===== config.mk =====
export PLATFORM = sky130hd
export DESIGN_NAME = tac_top
export DESIGN_NICKNAME = d
export VERILOG_FILES = /design/src/core/tac_pkg.sv /design/src/core/tac_top.sv /design/src/core/tac_prio_enc.sv
export SDC_FILE = /design/constraint.sdc
export NUM_CORES = 1
export LEC_CHECK = 0
export ABC_AREA = 0
export BUFFER_PORTS_ARGS = -buffer_cell sky130_fd_sc_hd__buf_2
export CAP_MARGIN = 30
export CORE_ASPECT_RATIO = 0.6
export CORE_MARGIN = 2
export CORE_UTILIZATION = 32
export CTS_CLUSTER_DIAMETER = 50
export DETAILED_ROUTE_END_ITERATION = 6
export PLACE_DENSITY = 0.54
export SLEW_MARGIN = 15
export SYNTH_ARGS = -nofsm -noshare
export SYNTH_HDL_FRONTEND = slang
export SYNTH_SLANG_ARGS = --single-unit

===== constraint.sdc =====
create_clock -name i_clk -period 4.65 [get_ports i_clk]
set_clock_uncertainty 0.05 [all_clocks]
set_input_delay 1.1625 -clock i_clk [delete_from_list [all_inputs] [get_ports i_clk]]
set_output_delay 1.1625 -clock i_clk [all_outputs]
set_load 0.1 [all_outputs]

===== src/core/tac_pkg.sv =====
package tac_pkg;

	// ***************************************************
	// Register map and field positions
	// ***************************************************
	localparam logic [15:0] ACT_CTRL_ADDR = 16'h0080;
	localparam logic [15:0] EN_BASE_ADDR  = 16'h0088;
	localparam int          EN_REGS       = 7;
	localparam int          EN_GAP        = 4;  // No enable register here
	localparam int          SRC_NUM       = EN_REGS * 8;
	localparam int          NMI_SRCS      = 4;
	localparam int          NMI_BIT       = 1;
	localparam int          RSV_BIT       = 0;

	// ***************************************************
	// Control data area
	// ***************************************************
	localparam logic [15:0] VEC_BASE_ADDR = 16'h2C00;
	localparam logic [15:0] CD_BASE_ADDR  = 16'h2C40;
	localparam int          CD_BYTES      = 8;
	localparam int          CD_SETS       = 24;
	localparam logic [2:0]  CD_CCR        = 3'h0;
	localparam logic [2:0]  CD_BLS        = 3'h1;
	localparam logic [2:0]  CD_CCT        = 3'h2;
	localparam logic [2:0]  CD_RLD        = 3'h3;
	localparam logic [2:0]  CD_SAL        = 3'h4;
	localparam logic [2:0]  CD_SAH        = 3'h5;
	localparam logic [2:0]  CD_DAL        = 3'h6;
	localparam logic [2:0]  CD_DAH        = 3'h7;
	localparam logic [8:0]  BLK_FULL      = 9'h100;

	// Transfer control byte fields
	localparam int          CCR_REPEAT_IRQ_ENABLE    = 0;
	localparam int          CCR_CHAIN_ENABLE      = 1;
	localparam int          CCR_DINC      = 2;
	localparam int          CCR_SINC      = 3;
	localparam int          CCR_RPT       = 4;

	// ***************************************************
	// Sources whose peripheral flag is cleared
	// ***************************************************
	localparam logic [5:0]  SRC_MATCH_A   = 6'h11;
	localparam logic [5:0]  SRC_MATCH_B   = 6'h10;
	localparam logic [5:0]  SRC_MATCH_C   = 6'h1F;
	localparam logic [5:0]  SRC_MATCH_D   = 6'h1E;
	localparam logic [5:0]  SRC_FLASH_RDY = 6'h33;

	// Software wait after a watchdog event, in CPU clocks
	localparam int          WDT_WAIT_DIV16  = 16;
	localparam int          WDT_WAIT_DIV128 = 128;

	// ***************************************************
	// Types
	// ***************************************************
	typedef struct packed {
		logic        req;
		logic        we;
		logic [15:0] addr;
		logic [7:0]  wdata;
	} tac_mem_req_t;

	typedef struct packed {
		logic [3:0] match;
		logic       flash_ready;
	} tac_flag_clr_t;

	typedef enum logic [3:0] {
		S_IDLE    = 4'h0,
		S_WAIT    = 4'h1,
		S_VEC_CAP = 4'h2,
		S_CD_RD   = 4'h3,
		S_CD_CAP  = 4'h4,
		S_SRC_RD  = 4'h5,
		S_SRC_CAP = 4'h6,
		S_DST_WR  = 4'h7,
		S_WB      = 4'h8
	} tac_state_t;

	// ***************************************************
	// Helpers
	// ***************************************************
	function automatic logic [15:0] cd_addr(input logic [4:0] set,
		input logic [2:0] b);
		cd_addr = CD_BASE_ADDR + {8'h00, set, b};
	endfunction

	function automatic tac_mem_req_t mem_rd(input logic [15:0] a);
		mem_rd = '{req: 1'b1, we: 1'b0, addr: a, wdata: 8'h00};
	endfunction

	function automatic tac_mem_req_t mem_wr(input logic [15:0] a,
		input logic [7:0] d);
		mem_wr = '{req: 1'b1, we: 1'b1, addr: a, wdata: d};
	endfunction

	function automatic tac_flag_clr_t flag_for(input logic [5:0] s);
		flag_for.match[0]    = (s == SRC_MATCH_A);
		flag_for.match[1]    = (s == SRC_MATCH_B);
		flag_for.match[2]    = (s == SRC_MATCH_C);
		flag_for.match[3]    = (s == SRC_MATCH_D);
		flag_for.flash_ready = (s == SRC_FLASH_RDY);
	endfunction

endpackage


===== src/core/tac_top.sv =====
`timescale 1ns/1ps
`default_nettype none
// Functional notes
// RULE1 - Any of the four non-maskable events sets the nmi seen flag.
// RULE2 - Flag clears only by writing 0 after reading 1; writing 1 ignored.
// RULE3 - While the flag is 1 no new activation is started.
// RULE4 - A flag rising mid-transfer lets the running transfer finish.
// RULE5 - Software waits 16 or 128 clocks after watchdog before clearing.
// RULE6 - Software disables oscillation-stop interrupt before clearing flag.
// RULE7 - Each activation reads control data, transfers, writes it back.
// RULE8 - Twenty-four independent control data sets are supported.
// RULE9 - Normal and repeat modes are selected per control data set.
// RULE10 - Chain bit set makes the next set run in the same activation.
// RULE11 - 16-bit addresses each held or incremented per set.
// RULE12 - Only sources with their activation enable bit set activate.
// RULE13 - Count reaching 0 on first transfer clears the source enable. Code keeps the enable in repeat mode when CCR_REPEAT_IRQ_ENABLE is 0.
// RULE14 - Otherwise timer match or flash ready source flag gets cleared.
// RULE15 - Simultaneous requests are served one at a time by priority.
// RULE16 - At completion the highest priority pending request goes next.
// RULE17 - Activation ignores the CPU interrupt mask and controls.
// RULE18 - Enabled sources do not set their interrupt request flag.
// RULE19 - Unassigned control bits read 0; software writes 0 there.
// RULE20 - Count 00h means 256; count decrements once per activation.
// RULE21 - Repeat mode reloads the count from the reload byte.
// RULE22 - Requests during an operation are held pending, never lost. Code drops requests that arrive while the nmi flag is set.
module tac_top #(
	parameter int CD_SETS = tac_pkg::CD_SETS
) (
	input  wire logic                          i_clk,
	input  wire logic                          i_reset_n,
	input  wire logic [15:0]                   i_addr,
	input  wire logic [7:0]                    i_wdata,
	input  wire logic                          i_wr,
	input  wire logic                          i_rd,
	output logic [7:0]                         o_rdata,
	input  wire logic [tac_pkg::NMI_SRCS-1:0]  i_nmi_event,
	input  wire logic [tac_pkg::SRC_NUM-1:0]   i_src_req,
	output var tac_pkg::tac_mem_req_t          o_mem,
	input  wire logic [7:0]                    i_mem_rdata,
	output var tac_pkg::tac_flag_clr_t         o_flag_clr,
	output logic [tac_pkg::SRC_NUM-1:0]        o_ir_suppress,
	output logic                               o_busy
);

	localparam int IW = $clog2(tac_pkg::SRC_NUM);

	logic [7:0]                  en_q [tac_pkg::EN_REGS];
	logic [7:0]                  en_d [tac_pkg::EN_REGS];
	logic [tac_pkg::SRC_NUM-1:0] en_flat;
	logic [tac_pkg::SRC_NUM-1:0] pend_q;
	logic [tac_pkg::SRC_NUM-1:0] pend_d;
	logic [tac_pkg::EN_REGS-1:0] en_hit;
	logic                        nmi_q, nmi_d;
	logic                        read1_q, read1_d;
	logic                        rsv_q, rsv_d;
	logic [7:0]                  rd_q, rd_d;
	tac_pkg::tac_state_t         st_q, st_d, ret_q, ret_d;
	logic [IW-1:0]               src_q, src_d, top_idx;
	logic                        found, take, en_kill;
	logic [4:0]                  set_q, set_d;
	logic [2:0]                  bidx_q, bidx_d;
	logic [7:0]                  cd_q [tac_pkg::CD_BYTES];
	logic [7:0]                  cd_d [tac_pkg::CD_BYTES];
	logic [7:0]                  dat_q, dat_d, cct_new;
	logic [8:0]                  cnt_q, cnt_d;
	logic                        first_q, first_d, busy_q, busy_d;
	logic                        act_wr, act_rd, rpt, last_beat;
	tac_pkg::tac_mem_req_t       mem_q, mem_d;
	tac_pkg::tac_flag_clr_t      clr_q, clr_d;

	// ***************************************************
	// Register decode
	// ***************************************************
	function automatic logic [tac_pkg::EN_REGS-1:0] en_sel(
		input logic [15:0] a);
		en_sel = '0;
		for (int i = 0; i < tac_pkg::EN_REGS; i++) begin
			if (i != tac_pkg::EN_GAP &&
			    a == tac_pkg::EN_BASE_ADDR + 16'(i)) begin
				en_sel[i] = 1'b1;
			end
		end
	endfunction

	// Strobes qualified by address
	assign act_wr    = i_wr && (i_addr == tac_pkg::ACT_CTRL_ADDR);
	assign act_rd    = i_rd && (i_addr == tac_pkg::ACT_CTRL_ADDR);
	assign en_hit    = en_sel(i_addr);
	assign rpt       = cd_q[tac_pkg::CD_CCR][tac_pkg::CCR_RPT];
	assign cct_new   = cd_q[tac_pkg::CD_CCT] - 8'h01;
	assign last_beat = (st_q == tac_pkg::S_DST_WR) && (cnt_q == 9'h001);
	assign take      = (st_q == tac_pkg::S_IDLE) && found && !nmi_q;

	// ***************************************************
	// Activation enables and pending requests
	// ***************************************************
	always_comb begin
		for (int i = 0; i < tac_pkg::EN_REGS; i++) begin
			en_flat[i*8 +: 8] = en_q[i];
		end
	end

	// Enable bytes: software writes, hardware end-of-count clear
	always_comb begin
		en_d = en_q;
		for (int i = 0; i < tac_pkg::EN_REGS; i++) begin
			if (i_wr && en_hit[i]) begin
				en_d[i] = i_wdata;
			end
		end
		if (en_kill) begin
			en_d[src_q[IW-1:3]][src_q[2:0]] = 1'b0; // RULE13
		end
	end

	// Pending set wins over the clear of the taken one
	always_comb begin
		pend_d = pend_q;
		if (take) begin
			pend_d[top_idx] = 1'b0; // RULE15
		end
		if (!nmi_q) begin
			pend_d = pend_d | (i_src_req & en_flat); // RULE12 RULE22
		end
		pend_d = pend_d & en_flat;
	end

	tac_prio_enc #(
		.N       (tac_pkg::SRC_NUM)
	) u_prio (
		.i_req   (pend_q),
		.o_found (found),
		.o_idx   (top_idx)
	);

	// ***************************************************
	// Activation control register
	// ***************************************************
	always_comb begin
		nmi_d   = nmi_q;
		read1_d = read1_q;
		rsv_d   = rsv_q;
		if (act_rd) begin
			read1_d = nmi_q;
		end
		if (act_wr) begin
			rsv_d   = i_wdata[tac_pkg::RSV_BIT];
			read1_d = 1'b0;
			if (!i_wdata[tac_pkg::NMI_BIT] && read1_q) begin
				nmi_d = 1'b0; // RULE2
			end
		end
		if (|i_nmi_event) begin
			nmi_d = 1'b1; // RULE1
		end
	end

	// Read data, unmapped reads as zero
	always_comb begin
		rd_d = 8'h00;
		if (act_rd) begin
			rd_d[tac_pkg::NMI_BIT] = nmi_q; // RULE19
			rd_d[tac_pkg::RSV_BIT] = rsv_q;
		end
		for (int i = 0; i < tac_pkg::EN_REGS; i++) begin
			if (i_rd && en_hit[i]) begin
				rd_d = en_q[i];
			end
		end
	end

	// ***************************************************
	// Transfer sequencer
	// ***************************************************
	always_comb begin
		st_d    = st_q;
		ret_d   = ret_q;
		src_d   = src_q;
		set_d   = set_q;
		bidx_d  = bidx_q;
		cd_d    = cd_q;
		dat_d   = dat_q;
		cnt_d   = cnt_q;
		first_d = first_q;
		busy_d  = busy_q;
		mem_d   = '0;
		clr_d   = '0;
		en_kill = 1'b0;
		unique case (st_q)
			tac_pkg::S_IDLE: begin
				busy_d = 1'b0;
				// Mask flag and interrupt controls are not consulted
				if (take) begin // RULE3 RULE16 RULE17
					src_d   = top_idx;
					first_d = 1'b1;
					busy_d  = 1'b1;
					mem_d   = tac_pkg::mem_rd(tac_pkg::VEC_BASE_ADDR +
						16'(top_idx));
					ret_d   = tac_pkg::S_VEC_CAP;
					st_d    = tac_pkg::S_WAIT;
				end
			end
			tac_pkg::S_WAIT: begin
				st_d = ret_q;
			end
			tac_pkg::S_VEC_CAP: begin
				set_d  = i_mem_rdata[4:0];
				bidx_d = 3'h0;
				st_d   = tac_pkg::S_CD_RD;
			end
			tac_pkg::S_CD_RD: begin
				mem_d = tac_pkg::mem_rd(tac_pkg::cd_addr(set_q, bidx_q));
				ret_d = tac_pkg::S_CD_CAP;
				st_d  = tac_pkg::S_WAIT;
			end
			tac_pkg::S_CD_CAP: begin
				cd_d[bidx_q] = i_mem_rdata; // RULE7
				bidx_d       = bidx_q + 3'h1;
				st_d         = tac_pkg::S_CD_RD;
				if (bidx_q == tac_pkg::CD_DAH) begin
					cnt_d = (cd_q[tac_pkg::CD_BLS] == 8'h00) ?
						tac_pkg::BLK_FULL : {1'b0, cd_q[tac_pkg::CD_BLS]};
					st_d  = tac_pkg::S_SRC_RD;
				end
			end
			tac_pkg::S_SRC_RD: begin
				mem_d = tac_pkg::mem_rd({cd_q[tac_pkg::CD_SAH],
					cd_q[tac_pkg::CD_SAL]});
				ret_d = tac_pkg::S_SRC_CAP;
				st_d  = tac_pkg::S_WAIT;
			end
			tac_pkg::S_SRC_CAP: begin
				dat_d = i_mem_rdata;
				st_d  = tac_pkg::S_DST_WR;
			end
			tac_pkg::S_DST_WR: begin
				mem_d = tac_pkg::mem_wr({cd_q[tac_pkg::CD_DAH],
					cd_q[tac_pkg::CD_DAL]}, dat_q);
				// Address steps, each on its own enable
				if (cd_q[tac_pkg::CD_CCR][tac_pkg::CCR_SINC]) begin
					{cd_d[tac_pkg::CD_SAH], cd_d[tac_pkg::CD_SAL]} =
						{cd_q[tac_pkg::CD_SAH], cd_q[tac_pkg::CD_SAL]} +
						16'h0001; // RULE11
				end
				if (cd_q[tac_pkg::CD_CCR][tac_pkg::CCR_DINC]) begin
					{cd_d[tac_pkg::CD_DAH], cd_d[tac_pkg::CD_DAL]} =
						{cd_q[tac_pkg::CD_DAH], cd_q[tac_pkg::CD_DAL]} +
						16'h0001; // RULE11
				end
				cnt_d = cnt_q - 9'h001;
				st_d  = tac_pkg::S_SRC_RD;
				if (last_beat) begin
					// 00h wraps to FFh, giving 256 activations
					cd_d[tac_pkg::CD_CCT] = cct_new; // RULE20
					if (cct_new == 8'h00 && rpt) begin
						cd_d[tac_pkg::CD_CCT] =
							cd_q[tac_pkg::CD_RLD]; // RULE9 RULE21
					end
					if (first_q) begin
						if (cct_new == 8'h00 && (!rpt ||
						    cd_q[tac_pkg::CD_CCR][tac_pkg::CCR_REPEAT_IRQ_ENABLE])) begin
							en_kill = 1'b1; // RULE13
						end else begin
							clr_d = tac_pkg::flag_for(src_q); // RULE14
						end
					end
					bidx_d = 3'h0;
					st_d   = tac_pkg::S_WB;
				end
			end
			tac_pkg::S_WB: begin
				mem_d  = tac_pkg::mem_wr(tac_pkg::cd_addr(set_q, bidx_q),
					cd_q[bidx_q]); // RULE7
				bidx_d = bidx_q + 3'h1;
				if (bidx_q == tac_pkg::CD_DAH) begin
					if (cd_q[tac_pkg::CD_CCR][tac_pkg::CCR_CHAIN_ENABLE]) begin
						first_d = 1'b0; // RULE10
						st_d    = tac_pkg::S_CD_RD;
						set_d   = (set_q == 5'(CD_SETS - 1)) ? 5'h00 :
							set_q + 5'h01; // RULE8
					end else begin
						busy_d = 1'b0;
						st_d   = tac_pkg::S_IDLE;
					end
				end
			end
			default: begin
				busy_d = 1'b0;
				st_d   = tac_pkg::S_IDLE;
			end
		endcase
	end

	// ***************************************************
	// State registers
	// ***************************************************
	always_ff @(posedge i_clk or negedge i_reset_n) begin
		if (!i_reset_n) begin
			en_q    <= '{default: 8'h00};
			pend_q  <= '0;
			nmi_q   <= 1'b0;
			read1_q <= 1'b0;
			rsv_q   <= 1'b0;
			rd_q    <= 8'h00;
			st_q    <= tac_pkg::S_IDLE;
			ret_q   <= tac_pkg::S_IDLE;
			src_q   <= '0;
			set_q   <= 5'h00;
			bidx_q  <= 3'h0;
			cd_q    <= '{default: 8'h00};
			dat_q   <= 8'h00;
			cnt_q   <= 9'h000;
			first_q <= 1'b0;
			busy_q  <= 1'b0;
			mem_q   <= '0;
			clr_q   <= '0;
		end else begin
			en_q    <= en_d;
			pend_q  <= pend_d;
			nmi_q   <= nmi_d;
			read1_q <= read1_d;
			rsv_q   <= rsv_d;
			rd_q    <= rd_d;
			st_q    <= st_d;
			ret_q   <= ret_d;
			src_q   <= src_d;
			set_q   <= set_d;
			bidx_q  <= bidx_d;
			cd_q    <= cd_d;
			dat_q   <= dat_d;
			cnt_q   <= cnt_d;
			first_q <= first_d;
			busy_q  <= busy_d;
			mem_q   <= mem_d;
			clr_q   <= clr_d;
		end
	end

	// Outputs straight from flops
	assign o_rdata       = rd_q;
	assign o_mem         = mem_q;
	assign o_flag_clr    = clr_q;
	assign o_busy        = busy_q;
	assign o_ir_suppress = en_flat; // RULE18
endmodule // tac_top
`default_nettype wire


===== src/core/tac_prio_enc.sv =====
`timescale 1ns/1ps
`default_nettype none
module tac_prio_enc #(
	parameter int N = 56
) (
	input  wire logic [N-1:0]         i_req,
	output logic                      o_found,
	output logic [$clog2(N)-1:0]      o_idx
);

	// ***************************************************
	// Lowest index wins
	// ***************************************************
	always_comb begin
		o_found = 1'b0;
		o_idx   = '0;
		for (int i = N - 1; i >= 0; i--) begin
			if (i_req[i]) begin
				o_found = 1'b1;
				o_idx   = ($clog2(N))'(i);
			end
		end
	end

endmodule // tac_prio_enc
`default_nettype wire


==> flow_metrics.tcl <==
set metrics [dict create \
    status "completed" \
    fp.dieH_um 166.1 \
    use_met1_pct 39.79 \
    wl_um 56960 \
    fp-row-count 59 \
    synth-xor-area-share_pct 0.3748 \
    vias 13510 \
    core_area_sq_um 43260 \
    cts.clk_slew.worst_paths_ps 60 \
    synth_edf_count 0 \
    yosysTopAreaCellShare_pct 45.86 \
    crit_start "pend_q[46]$_DFF_PN0_" \
    end_kind "register" \
    grt_start_max_net_pins 75 \
    cts_num_sinks 257 \
    cts_resized 0 \
    synthSimpleGateAreaFrac_pct 20.17 \
    grt_pass1_wl_um 83150 \
    area_growth_pct 18.91 \
    grt.met3_usage_pct 8.907 \
    finalNonFillerCells 2307 \
    routabilityCongestion 1.028 \
    p_leak_nw 7.959 \
    yosys.cell_types.count 79 \
    cts_max_path_buffers 3 \
    slew_headroom_pct 27.20 \
    synth_top_family_by_area "compound AO/OA/AOI/OAI gates" \
    ioPinCount 192 \
    path_class "register to register" \
    use_met2_pct 29.42 \
    antenna_left 0 \
    timing.rr.start "pend_q[46]$_DFF_PN0_" \
    tightest_slew_ps 1078 \
    postCtsHoldBufs 0 \
    crit_required_ps 5020 \
    io_buffers 191 \
    synthCells 1529 \
    hold_viol_final 0 \
    critPathMaxFanout 8 \
    dieWidth_um 274.2 \
    power.density_nw_per_um2 295.0 \
    place_area_sq_um 15650 \
    first_pass_iters 7 \
    synth.cells.most_frequent "dfrtp_1 (257), nand2_1 (175), a21oi_1 (161)" \
    synthFlopType "dfrtp_1" \
    yosysSeqAreaShare_pct 45.86 \
    ys_async_sr_fraction_pct 100.0 \
    worst_ep_arrival_time_ps 3810 \
    hpwl_um 43130 \
    drc_errors 0 \
    min_period_ps 3440 \
    numCtsBuffers 29 \
    layout-drive-gt1-share_pct 19.81 \
    wl_per_cell_um 24.69 \
    grt_usage_pct 24.40 \
    fin_nets 1810 \
    drv_slew 0 \
    cts_tree "built" \
    synth_nets 1635 \
    antenna_found_initial 2 \
    drv_cap 0 \
    synth_compound_gate_area_share_pct 21.09 \
    grt_busiest_layer "met1" \
    vias_per_cell 5.856 \
    drtIter0Drc 1657 \
    hold_path_class "input pin to asynchronous set/reset pin" \
    dp_cells 2249 \
    yosysMostFrequentCell "dfrtp_1" \
    start_kind "register" \
    cts-root-buf "clkbuf_16" \
    ys_ff_latch 257 \
    start_util_pct 32.41 \
    worstSkewPairLatency_ps 560 \
    setup_viol 0 \
    synth_area_sq_um 14020 \
    design_area_sq_um 16670 \
    finalSetupTns_ps 0 \
    yosys_warnings 0 \
    die_area_sq_um 45560 \
    synthTopCellsByArea "dfrtp_1 (46%), a21oi_1 (5.7%), nand2_1 (4.7%), mux2i_1 (4.1%), nor2_1 (3.5%)" \
    rsz0062_at_grt "false" \
    yosys.area.top_type "dfrtp_1" \
    hold_slack_ps 387.2 \
    ir_drop_v 0.0002295 \
    synth_mux_area_share_pct 8.397 \
    max_freq_ghz 0.2907 \
    cts_max_level 1 \
    synth_area_per_cell_sq_um 9.171 \
    cts_setup_buffers 0 \
    finalCritPeriodShare_pct 73.97 \
    grt_overflow 0 \
    synth_fa_ha_area_share_pct 0.8923 \
    grt_pass1_vias 12320 \
]
through the flow:
step                      setup slack [ps]  util (%)  total power, W
after floorplan                       1709         -        0.002368
after global placement                1278     36.06        0.002515
after detailed placement              1188     36.18        0.002516
after CTS                             1405     38.49        0.004967
after global routing                  1148     38.53        0.005087
final                                 1210     38.54        0.004919
layout make-up:
cell class                      count  area (sq um)
Fill cell                        4432         26590
Clock buffer                       33         760.7
Clock inverter                     20         237.7
Timing Repair Buffer              220          1221
Antenna cell                        2         5.005
Inverter                           36         135.1
Sequential cell                   257          6431
Multi-Input combinational cell   1160          7158
Tap cell                          579         724.4
layout by cell type, fill, tap and decap left out, drive strengths merged, types with 27 or more instances in the layout:
master | synthesis | routed
nor4 | 27 | 27
nor2b | 34 | 34
clkbuf | 54 | 35
o21ai | 89 | 89
a21oi | 161 | 161
nor2 | 134 | 134
inv | 35 | 40
buf | 22 | 218
nor3 | 34 | 34
and3 | 27 | 27
dfrtp | 257 | 257
nand2 | 175 | 175
nand2b | 37 | 37
mux2 | 43 | 43
a31oi | 53 | 53
mux2i | 58 | 58
nand3 | 38 | 38
report_power, final:
group | internal, W | switching (W)
logic | 0.0000693 | 0.000141
clock network | 0.00142 | 0.00103
registers | 0.00225 | 0.0000188
critical path, cell delays in order, from the launching register on:
cell	delay, ps
dfrtp_1	430
nor4_1	690
nand2_1	180
nor3_1	450
nand2_1	220
nor3_2	640
nor3b_1	510
o22ai_1	140
logic make-up after synthesis:
family,after synthesis
simple gates,572
compound gates,466
flops,257
buf+inv,112
mux,106
fa+ha+maj,10
xor+xnor,6
registers in the layout, indices dropped and copies added (netlist names), 6 cells and up:
signal	count
dat_q	8
src_q	6
o_mem	26
pend_q	56
cnt_q	9
o_rdata	8
o_ir_suppress	56
cd_q	64
per-layer routing:
metal,share of wire [%],routed length [um],up-vias
li1,-,-,6008
met1,50,28220,6709
met2,37,20820,722
met3,12,6745,69
met4,1.9,1086,2
met5,0.17,94,-
path summary, 6_finish.rpt:
check                                        to  slack, ps  cells after the start
min in group i_clk           o_mem[5]$_DFF_PN0_        430                      2
max in group asynchronous  pend_q[30]$_DFF_PN0_       3070                      2
hold reg to reg              o_mem[5]$_DFF_PN0_        430                      2
setup / recovery           pend_q[51]$_DFF_PN0_       1210                      7
hold / removal             dat_q[3]$_DFFE_PN0P_        390                      1
setup reg to reg           pend_q[51]$_DFF_PN0_       1210                      7
Note: power is estimated with default switching activity, not from simulation.
